**config.mk**
```make
export PLATFORM = sky130hd
export DESIGN_NAME = tsac_top
export DESIGN_NICKNAME = d
export VERILOG_FILES = /design/src/rtl/tsac_pkg.sv /design/src/rtl/tsac_sync_if.sv /design/src/rtl/tsac_pin_sync.sv /design/src/rtl/tsac_top.sv
export VERILOG_INCLUDE_DIRS = /design/src /design/src/rtl
export SDC_FILE = /design/constraint.sdc
export NUM_CORES = 1
export LEC_CHECK = 0
export ABC_AREA = 1
export BUFFER_PORTS_ARGS = -buffer_cell sky130_fd_sc_hd__buf_2
export CAP_MARGIN = 40
export CORE_ASPECT_RATIO = 1.2
export CORE_UTILIZATION = 52
export DETAILED_ROUTE_END_ITERATION = 10
export GPL_ROUTABILITY_DRIVEN = 0
export PLACE_DENSITY_LB_ADDON = 0.25
export SLEW_MARGIN = 40
export SYNTH_ARGS = -nofsm -noshare
export SYNTH_HDL_FRONTEND = slang
export SYNTH_SLANG_ARGS = --single-unit
```
**constraint.sdc**
```tcl
create_clock -name mclk_i -period 2 [get_ports mclk_i]
set_input_delay 0.1 -clock mclk_i [delete_from_list [all_inputs] [get_ports mclk_i]]
set_output_delay 0.1 -clock mclk_i [all_outputs]
set_load 0.05 [all_outputs]
```
**src/rtl/tsac_consts.svh**
```systemverilog
// constants for the type-c source attach controller
//
// Contract
// - watch both cc pins for terminations
// - single rd: vbus on, sink flag low
// - polarity released for cc1, low for cc2
// - rd plus ra: vconn on ra pin
// - lone ra: power off, flags released
// - ra on both: audio flag, power off
// - rd on both: debug flag, power off
// - both open: nothing on, flags released
// - status outputs are open drain
// - straps select std, 1.5 a, 3 a
// - 3.4 a limit, load detect only both high
// - overtemp in current limit turns switch off
// - restart after cooling, keep cycling
// - undervoltage holds switch disabled
// - heavy load flag in 3 a mode
// - audio detach watched on cc2 only
// - debug detach watched on cc1 only
// - discharge after sink removal, 65 ms
`ifndef TSAC_CONSTS_SVH
`define TSAC_CONSTS_SVH

// -----------------------------------------------------------------
// termination and advertisement codes
// -----------------------------------------------------------------
`define TSAC_CC_OPEN 2'h0
`define TSAC_CC_RD 2'h1
`define TSAC_CC_RA 2'h2
`define TSAC_ADV_STD 2'h0
`define TSAC_ADV_1P5 2'h1
`define TSAC_ADV_3P0 2'h2

// -----------------------------------------------------------------
// register map
// -----------------------------------------------------------------
`define TSAC_OFS_CTRL 8'h00
`define TSAC_OFS_STATUS 8'h04
`define TSAC_CTRL_EN_BIT 0
`define TSAC_CTRL_VCONN_BIT 1
`define TSAC_CTRL_RST 2'h3
`define TSAC_STS_CC1_LSB 0
`define TSAC_STS_CC2_LSB 2
`define TSAC_STS_STATE_LSB 4
`define TSAC_STS_THERM_BIT 6
`define TSAC_STS_UVLO_BIT 7
`define TSAC_STS_HEAVY_BIT 8
`define TSAC_STS_DCHG_BIT 9
`define TSAC_STS_ADV_LSB 10

// -----------------------------------------------------------------
// timing
// -----------------------------------------------------------------
`define TSAC_MCLK_KHZ 20000
`define TSAC_DCHG_TIME_US 65000

`endif

```
**src/rtl/tsac_pkg.sv**
```systemverilog
// types for the type-c source attach controller
`include "tsac_consts.svh"
package tsac_pkg;
    typedef logic [1:0] tsac_cc_t;
    typedef logic [1:0] tsac_adv_t;
    typedef enum logic [1:0] {TSAC_ST_IDLE, TSAC_ST_SINK, TSAC_ST_AUDIO, TSAC_ST_DEBUG} tsac_att_st_t;
    typedef enum logic {TSAC_TH_RUN, TSAC_TH_OFF} tsac_th_st_t;
    typedef enum logic [1:0] {TSAC_K_NONE, TSAC_K_SINK, TSAC_K_AUDIO, TSAC_K_DEBUG} tsac_kind_t;
endpackage

```
**src/rtl/tsac_sync_if.sv**
```systemverilog
// synchronised pin levels passed from the synchroniser to the controller
`timescale 1ns/100ps
`default_nettype none
interface tsac_sync_if;
    logic [1:0] cc1;
    logic [1:0] cc2;
    logic       adv;
    logic       adv_hi;
    logic       over_temp;
    logic       cooled;
    logic       uvlo;
    logic       ilim;
    logic       load_over;
    modport prod (output cc1, cc2, adv, adv_hi, over_temp, cooled, uvlo, ilim, load_over);
    modport cons (input cc1, cc2, adv, adv_hi, over_temp, cooled, uvlo, ilim, load_over);
endinterface
`default_nettype wire

```
**src/rtl/tsac_pin_sync.sv**
```systemverilog
// two-stage synchroniser for all asynchronous pin inputs
`timescale 1ns/100ps
`default_nettype none
module tsac_pin_sync
(
    // clock and reset
    input  wire logic       mclk_i,
    input  wire logic       rst_n_i,
    input  wire logic       ce_i,
    // raw pins
    input  wire logic [1:0] cc1_class_i,
    input  wire logic [1:0] cc2_class_i,
    input  wire logic       advert_select_i,
    input  wire logic       advert_high_select_i,
    input  wire logic       over_temp_i,
    input  wire logic       temp_cooled_i,
    input  wire logic       uvlo_i,
    input  wire logic       ilim_active_i,
    input  wire logic       load_over_i,
    // synchronised levels
    tsac_sync_if.prod       sy
);
    logic [10:0] s1_q;
    logic [10:0] s2_q;

    // -----------------------------------------------------------------
    // double flop, first stage feeds only the second
    // -----------------------------------------------------------------
    always_ff @(posedge mclk_i or negedge rst_n_i)
    begin
        if (!rst_n_i)
        begin
            s1_q <= 11'h000;
            s2_q <= 11'h000;
        end
        else if (ce_i)
        begin
            s1_q <= {cc1_class_i, cc2_class_i, advert_select_i, advert_high_select_i,
                     over_temp_i, temp_cooled_i, uvlo_i, ilim_active_i, load_over_i};
            s2_q <= s1_q;
        end
    end

    assign sy.cc1       = s2_q[10:9];
    assign sy.cc2       = s2_q[8:7];
    assign sy.adv       = s2_q[6];
    assign sy.adv_hi    = s2_q[5];
    assign sy.over_temp = s2_q[4];
    assign sy.cooled    = s2_q[3];
    assign sy.uvlo      = s2_q[2];
    assign sy.ilim      = s2_q[1];
    assign sy.load_over = s2_q[0];
endmodule
`default_nettype wire

```
**src/rtl/tsac_top.sv**
```systemverilog
// type-c source attach controller: attach decision, power gating, apb registers
`timescale 1ns/100ps
`default_nettype none
module tsac_top
    import tsac_pkg::*;
#(
    parameter int DCHG_CYCLES = `TSAC_DCHG_TIME_US * `TSAC_MCLK_KHZ / 1000
)
(
    // clock, reset, enable
    input  wire logic        mclk_i,
    input  wire logic        rst_n_i,
    input  wire logic        ce_i,
    // apb slave
    input  wire logic        psel_i,
    input  wire logic        penable_i,
    input  wire logic        pwrite_i,
    input  wire logic [7:0]  paddr_i,
    input  wire logic [31:0] pwdata_i,
    output logic      [31:0] prdata_o,
    output logic             pready_o,
    output logic             pslverr_o,
    // termination classifiers and analog indications
    input  wire logic [1:0]  cc1_class_i,
    input  wire logic [1:0]  cc2_class_i,
    input  wire logic        advert_select_i,
    input  wire logic        advert_high_select_i,
    input  wire logic        over_temp_i,
    input  wire logic        temp_cooled_i,
    input  wire logic        uvlo_i,
    input  wire logic        ilim_active_i,
    input  wire logic        load_over_i,
    // power switches
    output logic             vbus_switch_on_o,
    output logic             vconn_cc1_on_o,
    output logic             vconn_cc2_on_o,
    output logic             discharge_on_o,
    output logic      [1:0]  advert_level_o,
    output logic             ilim_high_o,
    output logic             load_detect_en_o,
    // open-drain status pins
    output logic             polarity_flag_n_o,
    output logic             polarity_flag_n_oe_o,
    output logic             sink_attached_n_o,
    output logic             sink_attached_n_oe_o,
    output logic             audio_acc_n_o,
    output logic             audio_acc_n_oe_o,
    output logic             debug_acc_n_o,
    output logic             debug_acc_n_oe_o,
    output logic             heavy_load_flag_n_o,
    output logic             heavy_load_flag_n_oe_o
);
    tsac_sync_if  cs ();
    tsac_att_st_t state_q;
    tsac_th_st_t  th_q;
    tsac_kind_t   kind;
    logic [1:0]   ctrl_q;
    logic         was_sink_q;
    logic [20:0]  dchg_cnt_q;
    logic         sts_heavy_q;
    logic [31:0]  sts;
    logic         port_en;

    tsac_pin_sync u_sync
    (
        .mclk_i               (mclk_i),
        .rst_n_i              (rst_n_i),
        .ce_i                 (ce_i),
        .cc1_class_i          (cc1_class_i),
        .cc2_class_i          (cc2_class_i),
        .advert_select_i      (advert_select_i),
        .advert_high_select_i (advert_high_select_i),
        .over_temp_i          (over_temp_i),
        .temp_cooled_i        (temp_cooled_i),
        .uvlo_i               (uvlo_i),
        .ilim_active_i        (ilim_active_i),
        .load_over_i          (load_over_i),
        .sy                   (cs)
    );

    // -----------------------------------------------------------------
    // decoding
    // -----------------------------------------------------------------
    function automatic tsac_kind_t cc_kind(input tsac_cc_t a, input tsac_cc_t b);
        tsac_kind_t k;
        k = TSAC_K_NONE;
        if (a == `TSAC_CC_RD && (b == `TSAC_CC_OPEN || b == `TSAC_CC_RA))
            k = TSAC_K_SINK;
        else if (b == `TSAC_CC_RD && (a == `TSAC_CC_OPEN || a == `TSAC_CC_RA))
            k = TSAC_K_SINK;
        else if (a == `TSAC_CC_RA && b == `TSAC_CC_RA)
            k = TSAC_K_AUDIO;
        else if (a == `TSAC_CC_RD && b == `TSAC_CC_RD)
            k = TSAC_K_DEBUG;
        return k;
    endfunction

    function automatic tsac_adv_t adv_level(input logic sel, input logic hi);
        tsac_adv_t l;
        l = `TSAC_ADV_STD;
        if (sel && hi)
            l = `TSAC_ADV_3P0;
        else if (sel)
            l = `TSAC_ADV_1P5;
        return l;
    endfunction

    assign kind    = cc_kind(cs.cc1, cs.cc2);
    assign port_en = ctrl_q[`TSAC_CTRL_EN_BIT];

    // -----------------------------------------------------------------
    // attach state machine
    // -----------------------------------------------------------------
    always_ff @(posedge mclk_i or negedge rst_n_i)
    begin
        if (!rst_n_i)
            state_q <= TSAC_ST_IDLE;
        else if (ce_i)
        begin
            case (state_q)
                TSAC_ST_IDLE:
                begin
                    if (port_en && kind == TSAC_K_SINK)
                        state_q <= TSAC_ST_SINK;
                    else if (port_en && kind == TSAC_K_AUDIO)
                        state_q <= TSAC_ST_AUDIO;
                    else if (port_en && kind == TSAC_K_DEBUG)
                        state_q <= TSAC_ST_DEBUG;
                end
                TSAC_ST_SINK:
                begin
                    if (!port_en || kind != TSAC_K_SINK)
                        state_q <= TSAC_ST_IDLE;
                end
                // accessories leave only on their own pin, so a wiggle on the other is ignored
                TSAC_ST_AUDIO:
                begin
                    if (!port_en || cs.cc2 != `TSAC_CC_RA)
                        state_q <= TSAC_ST_IDLE;
                end
                TSAC_ST_DEBUG:
                begin
                    if (!port_en || cs.cc1 != `TSAC_CC_RD)
                        state_q <= TSAC_ST_IDLE;
                end
                default:
                    state_q <= TSAC_ST_IDLE;
            endcase
        end
    end

    // -----------------------------------------------------------------
    // thermal cycling
    // -----------------------------------------------------------------
    always_ff @(posedge mclk_i or negedge rst_n_i)
    begin
        if (!rst_n_i)
            th_q <= TSAC_TH_RUN;
        else if (ce_i)
        begin
            case (th_q)
                TSAC_TH_RUN:
                begin
                    if (cs.ilim && cs.over_temp)
                        th_q <= TSAC_TH_OFF;
                end
                TSAC_TH_OFF:
                begin
                    if (cs.cooled)
                        th_q <= TSAC_TH_RUN;
                end
                default:
                    th_q <= TSAC_TH_RUN;
            endcase
        end
    end

    // -----------------------------------------------------------------
    // power switches and straps
    // -----------------------------------------------------------------
    always_ff @(posedge mclk_i or negedge rst_n_i)
    begin
        if (!rst_n_i)
        begin
            vbus_switch_on_o <= 1'b0;
            vconn_cc1_on_o   <= 1'b0;
            vconn_cc2_on_o   <= 1'b0;
            advert_level_o   <= `TSAC_ADV_STD;
            ilim_high_o      <= 1'b0;
            load_detect_en_o <= 1'b0;
        end
        else if (ce_i)
        begin
            vbus_switch_on_o <= state_q == TSAC_ST_SINK && th_q == TSAC_TH_RUN && !cs.uvlo;
            vconn_cc1_on_o   <= state_q == TSAC_ST_SINK && cs.cc1 == `TSAC_CC_RA
                                && ctrl_q[`TSAC_CTRL_VCONN_BIT];
            vconn_cc2_on_o   <= state_q == TSAC_ST_SINK && cs.cc2 == `TSAC_CC_RA
                                && ctrl_q[`TSAC_CTRL_VCONN_BIT];
            advert_level_o   <= adv_level(cs.adv, cs.adv_hi);
            ilim_high_o      <= cs.adv && cs.adv_hi;
            load_detect_en_o <= cs.adv && cs.adv_hi;
        end
    end

    // -----------------------------------------------------------------
    // open-drain status pins: data held low, enable means pulled low
    // -----------------------------------------------------------------
    assign polarity_flag_n_o   = 1'b0;
    assign sink_attached_n_o   = 1'b0;
    assign audio_acc_n_o       = 1'b0;
    assign debug_acc_n_o       = 1'b0;
    assign heavy_load_flag_n_o = 1'b0;

    always_ff @(posedge mclk_i or negedge rst_n_i)
    begin
        if (!rst_n_i)
        begin
            polarity_flag_n_oe_o   <= 1'b0;
            sink_attached_n_oe_o   <= 1'b0;
            audio_acc_n_oe_o       <= 1'b0;
            debug_acc_n_oe_o       <= 1'b0;
            heavy_load_flag_n_oe_o <= 1'b0;
        end
        else if (ce_i)
        begin
            polarity_flag_n_oe_o   <= state_q == TSAC_ST_SINK && cs.cc2 == `TSAC_CC_RD;
            sink_attached_n_oe_o   <= state_q == TSAC_ST_SINK;
            audio_acc_n_oe_o       <= state_q == TSAC_ST_AUDIO;
            debug_acc_n_oe_o       <= state_q == TSAC_ST_DEBUG;
            heavy_load_flag_n_oe_o <= state_q == TSAC_ST_SINK && cs.adv && cs.adv_hi && cs.load_over;
        end
    end

    // -----------------------------------------------------------------
    // output discharge after sink removal
    // -----------------------------------------------------------------
    always_ff @(posedge mclk_i or negedge rst_n_i)
    begin
        if (!rst_n_i)
        begin
            was_sink_q     <= 1'b0;
            dchg_cnt_q     <= 21'h000000;
            discharge_on_o <= 1'b0;
        end
        else if (ce_i)
        begin
            was_sink_q <= state_q == TSAC_ST_SINK;
            if (was_sink_q && state_q != TSAC_ST_SINK)
                dchg_cnt_q <= 21'(DCHG_CYCLES);
            else if (state_q == TSAC_ST_SINK)
                dchg_cnt_q <= 21'h000000;
            else if (dchg_cnt_q != 21'h000000)
                dchg_cnt_q <= dchg_cnt_q - 21'h000001;
            discharge_on_o <= (was_sink_q && state_q != TSAC_ST_SINK) || dchg_cnt_q > 21'h000001;
        end
    end

    // -----------------------------------------------------------------
    // apb slave, no wait state; pready rises with penable and every answer leaves a flop
    // -----------------------------------------------------------------
    always_comb
    begin
        sts = 32'h00000000;
        sts[`TSAC_STS_CC1_LSB +: 2]   = cs.cc1;
        sts[`TSAC_STS_CC2_LSB +: 2]   = cs.cc2;
        sts[`TSAC_STS_STATE_LSB +: 2] = state_q;
        sts[`TSAC_STS_THERM_BIT]      = th_q == TSAC_TH_OFF;
        sts[`TSAC_STS_UVLO_BIT]       = cs.uvlo;
        sts[`TSAC_STS_HEAVY_BIT]      = heavy_load_flag_n_oe_o;
        sts[`TSAC_STS_DCHG_BIT]       = discharge_on_o;
        sts[`TSAC_STS_ADV_LSB +: 2]   = advert_level_o;
    end

    always_ff @(posedge mclk_i or negedge rst_n_i)
    begin
        if (!rst_n_i)
        begin
            pready_o  <= 1'b0;
            pslverr_o <= 1'b0;
            prdata_o  <= 32'h00000000;
        end
        else if (ce_i)
        begin
            pready_o <= psel_i && !penable_i;
            if (psel_i && !penable_i)
            begin
                pslverr_o <= paddr_i != `TSAC_OFS_CTRL && paddr_i != `TSAC_OFS_STATUS;
                if (paddr_i == `TSAC_OFS_CTRL)
                    prdata_o <= {30'h00000000, ctrl_q};
                else if (paddr_i == `TSAC_OFS_STATUS)
                    prdata_o <= sts;
                else
                    prdata_o <= 32'h00000000;
            end
        end
    end

    always_ff @(posedge mclk_i or negedge rst_n_i)
    begin
        if (!rst_n_i)
            ctrl_q <= `TSAC_CTRL_RST;
        else if (ce_i && psel_i && penable_i && pready_o && pwrite_i && paddr_i == `TSAC_OFS_CTRL)
            ctrl_q <= pwdata_i[1:0];
    end
endmodule
`default_nettype wire

```
======== Yosys cells after proc, flatten, opt, wreduce, memory -nomap -nowiden ========
Cells that the tools add are included.
storage, ports and cells
  bits in registers ....................... 94
  bits in latches ......................... 0
  RAM bits ................................ 0
  memory bits (read-only) ................. 0
  input port bits ......................... 57
  output and inout bits ................... 52
  word-level logic and storage cells ...... 110
  memories ................................ 0
cells by class
  add/subtract/negate cells ............... 1
  $mul .................................... 0
  div/mod/pow operators ................... 0
  magnitude comparators ................... 1
  eq/ne operators ......................... 20
  shift-type cells ........................ 0
  mux-type cells .......................... 21
  bitwise operators ....................... 1
  reduce and logical (&&, ||, !) cells .... 46
operators with widths
  cell                                                                              number
  21-bit two-way mux                                                                3
  1-bit logical AND                                                                 27
  12-bit two-way mux                                                                2
  2-bit two-way mux                                                                 11
  21-bit by 1-bit greater-than comparator with 1-bit output, second input constant  1
  21-bit nonzero test                                                               1
  21-bit by 1-bit subtractor with 21-bit output, second input constant              1
  2-bit == test, second input constant                                              6
  2-bit by 1-bit == test with 1-bit output, second input constant                   4
  8-bit by 3-bit == test with 1-bit output, second input constant                   1
  8-bit logical NOT                                                                 1
  2-bit != test, second input constant                                              4
  8-bit by 3-bit != test with 1-bit output, second input constant                   1
  2-bit case mux with 4 select lines                                                1
  8-bit nonzero test                                                                1
  2-bit logical NOT                                                                 3
  1-bit logical OR                                                                  6
  2-bit by 1-bit != test with 1-bit output, second input constant                   3
  5-bit AND reduction                                                               1
  4-bit != test, second input constant                                              1
  2-bit AND reduction                                                               2
  1-bit logical NOT                                                                 3
  1-bit two-way mux                                                                 3
  3-bit nonzero test                                                                1
  2 further kinds                                                                   2

======== Logic depth before layout (Yosys ltp) ========
  word-level depth ........................ 12
  depth in mapped cells ................... 10
  gate-level depth less buffers ........... 10

======== By module ========
From an unflattened synthesis, not the netlist that was laid out.
second synthesis, totals
  cell total of the unflattened synthesis .. 492
  area, all modules ....................... 3,907.5 µm²
modules (own cells, without submodules)
  module         times used  cells each  area each (µm²)  seq. area each (µm²)
  tsac_top       1           399         3,067.9          1,278.7
  tsac_pin_sync  1           93          839.6            550.5

======== Worst setup path after synthesis ========
No wires, ideal clock.
  path type ............................... register to register
  from .................................... register was_sink_q
  to ...................................... register dchg_cnt_q[12]
  setup time .............................. 0.083 ns
  data arrival time ....................... 1.643 ns
  data required time ...................... 1.917 ns
  path slack .............................. 0.274 ns
  stages on the path, launching flop included .. 9
  path buffers ............................ 0
  cells stage by stage .................... dfrtp_1 -> clkinv_1 -> nand2_1 -> nor2_1 -> nand3_4 -> nand2_8 -> nor2_4 -> o21ai_1 -> o21ai_0
between the ends
  word-level cells in the longest chain between the ends .. 3
  elaborated cells between the ends (all ways) .. 4
  classes of those cells .................. mux (1); reduce/logical (3)
RTL lines
  what                           RTL line         text
  from (decl)                    tsac_top.sv:58   logic was_sink_q;
  from (signal assigned)         tsac_top.sv:241  was_sink_q <= 1'b0;
  from (signal assigned)         tsac_top.sv:247  was_sink_q <= state_q == TSAC_ST_SINK;
  1-bit logical AND *            tsac_top.sv:248  if (was_sink_q && state_q != TSAC_ST_SINK)
  3-bit nonzero test (no line)   n/a
  2-bit AND reduction (no line)  n/a
  to (signal assigned)           tsac_top.sv:249  dchg_cnt_q <= 21'(DCHG_CYCLES);
  to (signal assigned)           tsac_top.sv:253  dchg_cnt_q <= dchg_cnt_q - 21'h000001;
  to (decl)                      tsac_top.sv:59   logic [20:0] dchg_cnt_q;
Mark *: on every way between the ends. The rest lies on a longest branch, timed or not.
A chain may end at the register's enable or synchronous reset.

======== Worst setup path after layout ========
  from .................................... register dchg_cnt_q[0]
  to ...................................... register dchg_cnt_q[18]
between the ends
  word-level cells in the longest chain between the ends .. 4
  elaborated cells between the ends (all ways) .. 7
  classes of those cells .................. add/sub (1); mux (3); reduce/logical (3)
RTL lines
  what                                           RTL line         text
  21-bit by 1-bit subtractor with 21-bit output  tsac_top.sv:253
  21-bit two-way mux                             tsac_top.sv:252  else if (dchg_cnt_q != 21'h000000)
  21-bit two-way mux                             tsac_top.sv:250  else if (state_q == TSAC_ST_SINK)
  21-bit two-way mux                             tsac_top.sv:248
Several ways; a longest one is shown, not always the timed one. The select of a mux whose other input is x is not followed.

==> out/metrics.csv <==
metric,value,unit
first-pass GRT wire length,13.87,mm
DRT antenna net count,0,
status,"complete, no violations",
Mapped Avg Cell Area,7.998,µm²
Tot GR Track Use,23.56,%
Syn-to-layout area delta,15.94,%
Tightest Pin Transition,0.6075,ns
worst slack at placement,0.2701,ns
worst setup path end,dchg_cnt_q[18],
crit start category,flop,
worst vdd ir,0.6016,mV
"Req. time, crit path",2.26,ns
initial antenna violation count,0,
global route overflow,0,
post-CTS setup repair buffer count,0,
M1 GR Usage,28.87,%
I/O Buffers,53,
"most common cell after layout, fill and taps aside",nand2_1,
clk_skew,0.009970,ns
CTS tree,built,
clock latency on the worst-skew pair,0.36,ns
Worst R2R Setup Slack,0.26,ns
largest net degree at the start of global routing,33,
die area,0.007716,mm²
DRT iter0 DRCs,150,
CP startpoint,dchg_cnt_q[0],
vias in the first global route,3091,
Setup crit end kind,flop,
I/O pins,109,
fin nets,609,
kind of critical path,flop to flop,
"Seq/Total Area, Yosys",47.75,%
Die Width,80.36,µm
FF-to-FF path depth,9,
Die Y,96.03,µm
Synthesis Warnings,0,
FP Rows,33,
initial core utilization,54.90,%
TritonCTS buffer count,9,
clk root buf,clkbuf_8,
fraction of layout cells with a size suffix above 1,18.95,%
most frequent cells in the layout,"nand2_1 (134), dfrtp_1 (71), buf_2 (53)",
worst hold-check path type,input port to flop,
final hold violations,0,
Final Max Tran Viols,0,
Sink Count,73,
total routed wirelength,8.200,mm
dpl hpwl,5.729,mm
DR vias/cell,5.042,
Leakage,2.321,nW
CP Data Arrival Time,1.99,ns
Hold Path Origin,pwrite_i,
Post-Syn Area,0.003831,mm²
setup ws final,0.2607,ns
count of cell types in the netlist,37,
Hold Crit Depth,3,
met3 GRT Util,4.834,%
Max Freq,574.9,MHz
Tcrit/Tclk final,86.97,%
max_cap viols,0,
Final min period,1.739,ns
DRC,0,
Worst Path Max Fanout,5,
CTS max path bufs,2,
antenna fix cells,0,
launch point of the worst reg-to-reg path,dchg_cnt_q[0],
core area,0.006978,mm²
setup TNS,0,ns
Synth Instances,479,
Worst-path clk slew,0.09,ns
pwr dens,1229,mW/mm²
reg2reg end,dchg_cnt_q[18],
RSZ-0062 raised after global routing,no,
1st-pass router iterations,4,
#FFs+latches synth,73,
GRT met2 Usage,40.68,%
H-tree Lvls,3,
Vias,3232,
Final setup viols,0,
worst rel slew slack,59.50,%
Wirelength per Cell,12.79,µm
busiest grt layer,met2,
==> cell type report <==
class	count	area, µm²
clock buffers	9	123.9
clock inverters	7	83.83
fillers	630	2536
inverters	47	178.9
multi-input cells	343	1639
flip-flops and latches	73	1829
well taps	87	108.9
repair buffers	75	478.0
==> flip-flops by register name, indices dropped and copies added (netlist names) <==
register and flops:
dchg_cnt_q 21, prdata_o 12, u_sync.s1_q 11, u_sync.s2_q 11, advert_level_o 2, ctrl_q 2, state_q 2, audio_acc_n_oe_o 1
debug_acc_n_oe_o 1, discharge_on_o 1, heavy_load_flag_n_oe_o 1, polarity_flag_n_oe_o 1, pready_o 1, pslverr_o 1, th_q 1, vbus_switch_on_o 1
vconn_cc1_on_o 1, vconn_cc2_on_o 1, was_sink_q 1
==> synth_stat cells <==
cell,count,area [µm²]
a21o_1,1,7.510
a21oi_1,11,55.05
a31oi_1,2,12.51
buf_1,2,7.510
buf_2,3,15.01
buf_4,27,202.7
buf_6,1,11.26
buf_8,1,15.01
clkbuf_1,6,22.52
clkinv_1,1,3.750
conb_1,1,3.750
dfrtp_1,71,1777
dfstp_2,2,52.55
ha_1,3,37.54
inv_1,44,165.2
inv_2,1,3.750
inv_4,1,6.260
nand2_1,134,503.0
nand2_4,1,11.26
nand2_8,1,20.02
nand3_1,24,120.1
nand3_2,2,20.02
nand3_4,1,17.52
nand4_1,10,62.56
nor2_1,49,183.9
nor2_2,4,25.02
nor2_4,3,33.78
nor3_1,3,15.01
o211ai_1,2,15.01
o21ai_0,40,200.2
o21ai_1,3,15.01
o21ai_2,7,61.31
o31ai_1,6,45.04
o32ai_1,1,8.760
o41ai_1,1,8.760
or2_2,5,31.28
xor2_1,4,35.03
==> power breakdown <==
| group | switching [mW] | internal [mW] |
|---|---|---|
| logic | 1.49 | 0.662 |
| clock network | 0.652 | 0.603 |
| registers | 0.279 | 1.77 |
| total | 2.43 | 3.03 |
==> critical path: stages (launching register included) <==
cell and delay (ns):
dfrtp_1 0.42, inv_1 0.15, ha_1 0.20, nand2_1 0.15, nor2_4 0.17, nand2_1 0.10, nor2_1 0.14, nand3_1 0.11
nor2_1 0.14, nor2_1 0.06
==> how the worst min path moves through the flow <==
| stage | end | slack (ns) |
|---|---|---|
| 3_3_place_gp | debug_acc_n_oe_o | 0.14 |
| 6_report | ctrl_q[0] | 0.07 |
| 2_1_floorplan | advert_level_o[0] | -0.20 |
| 5_1_grt | ctrl_q[0] | 0.07 |
| 4_1_cts | ctrl_q[0] | 0.05 |
| 3_5_place_dp | debug_acc_n_oe_o | 0.15 |
==> per-stage QoR <==
stage / hold WS (ns) / utilization (%) / instances / power (mW) / instance area [µm²]
floorplan: -0.1956 / - / 503 / 3.747 / 3921
global placement: 0.1436 / 58.67 / 611 / 4.153 / 4094
detailed placement: 0.1461 / 58.67 / 611 / 4.205 / 4094
CTS: 0.04805 / 63.65 / 641 / 5.478 / 4442
global route: 0.07238 / 63.65 / 641 / 5.854 / 4442
finish: 0.06788 / 63.65 / 641 / 5.460 / 4442
==> cell families (layout without fill, tap and decap cells) <==
kind of cell    Yosys count  in the layout  synth area share, %
simple gates            237            237                27.24
buf+inv                  87            138                11.82
compound gates           74             74                11.20
flops                    73             73                47.75
xor+xnor                  4              4               0.9143
fa+ha+maj                 3              3               0.9799
other cells               1             25              0.09788
==> routing by layer <==
metal | wire [µm] | share of wire (%) | up-vias
met2 | 4087 | 50 | 65
met4 | 157 | 1.9 | 0
met3 | 236 | 2.9 | 15
li1 | - | - | 1630
met1 | 3719 | 45 | 1522
met5 | 0 | 0 | -
==> what timing repair did <==
action | CTS | global route
hold buffers | 14 | 0
resized for setup | 0 | 0
endpoints found under the setup margin | 0 | 1
hold endpoints to repair | 34 | 0
Power figures use the tool's default switching activity.
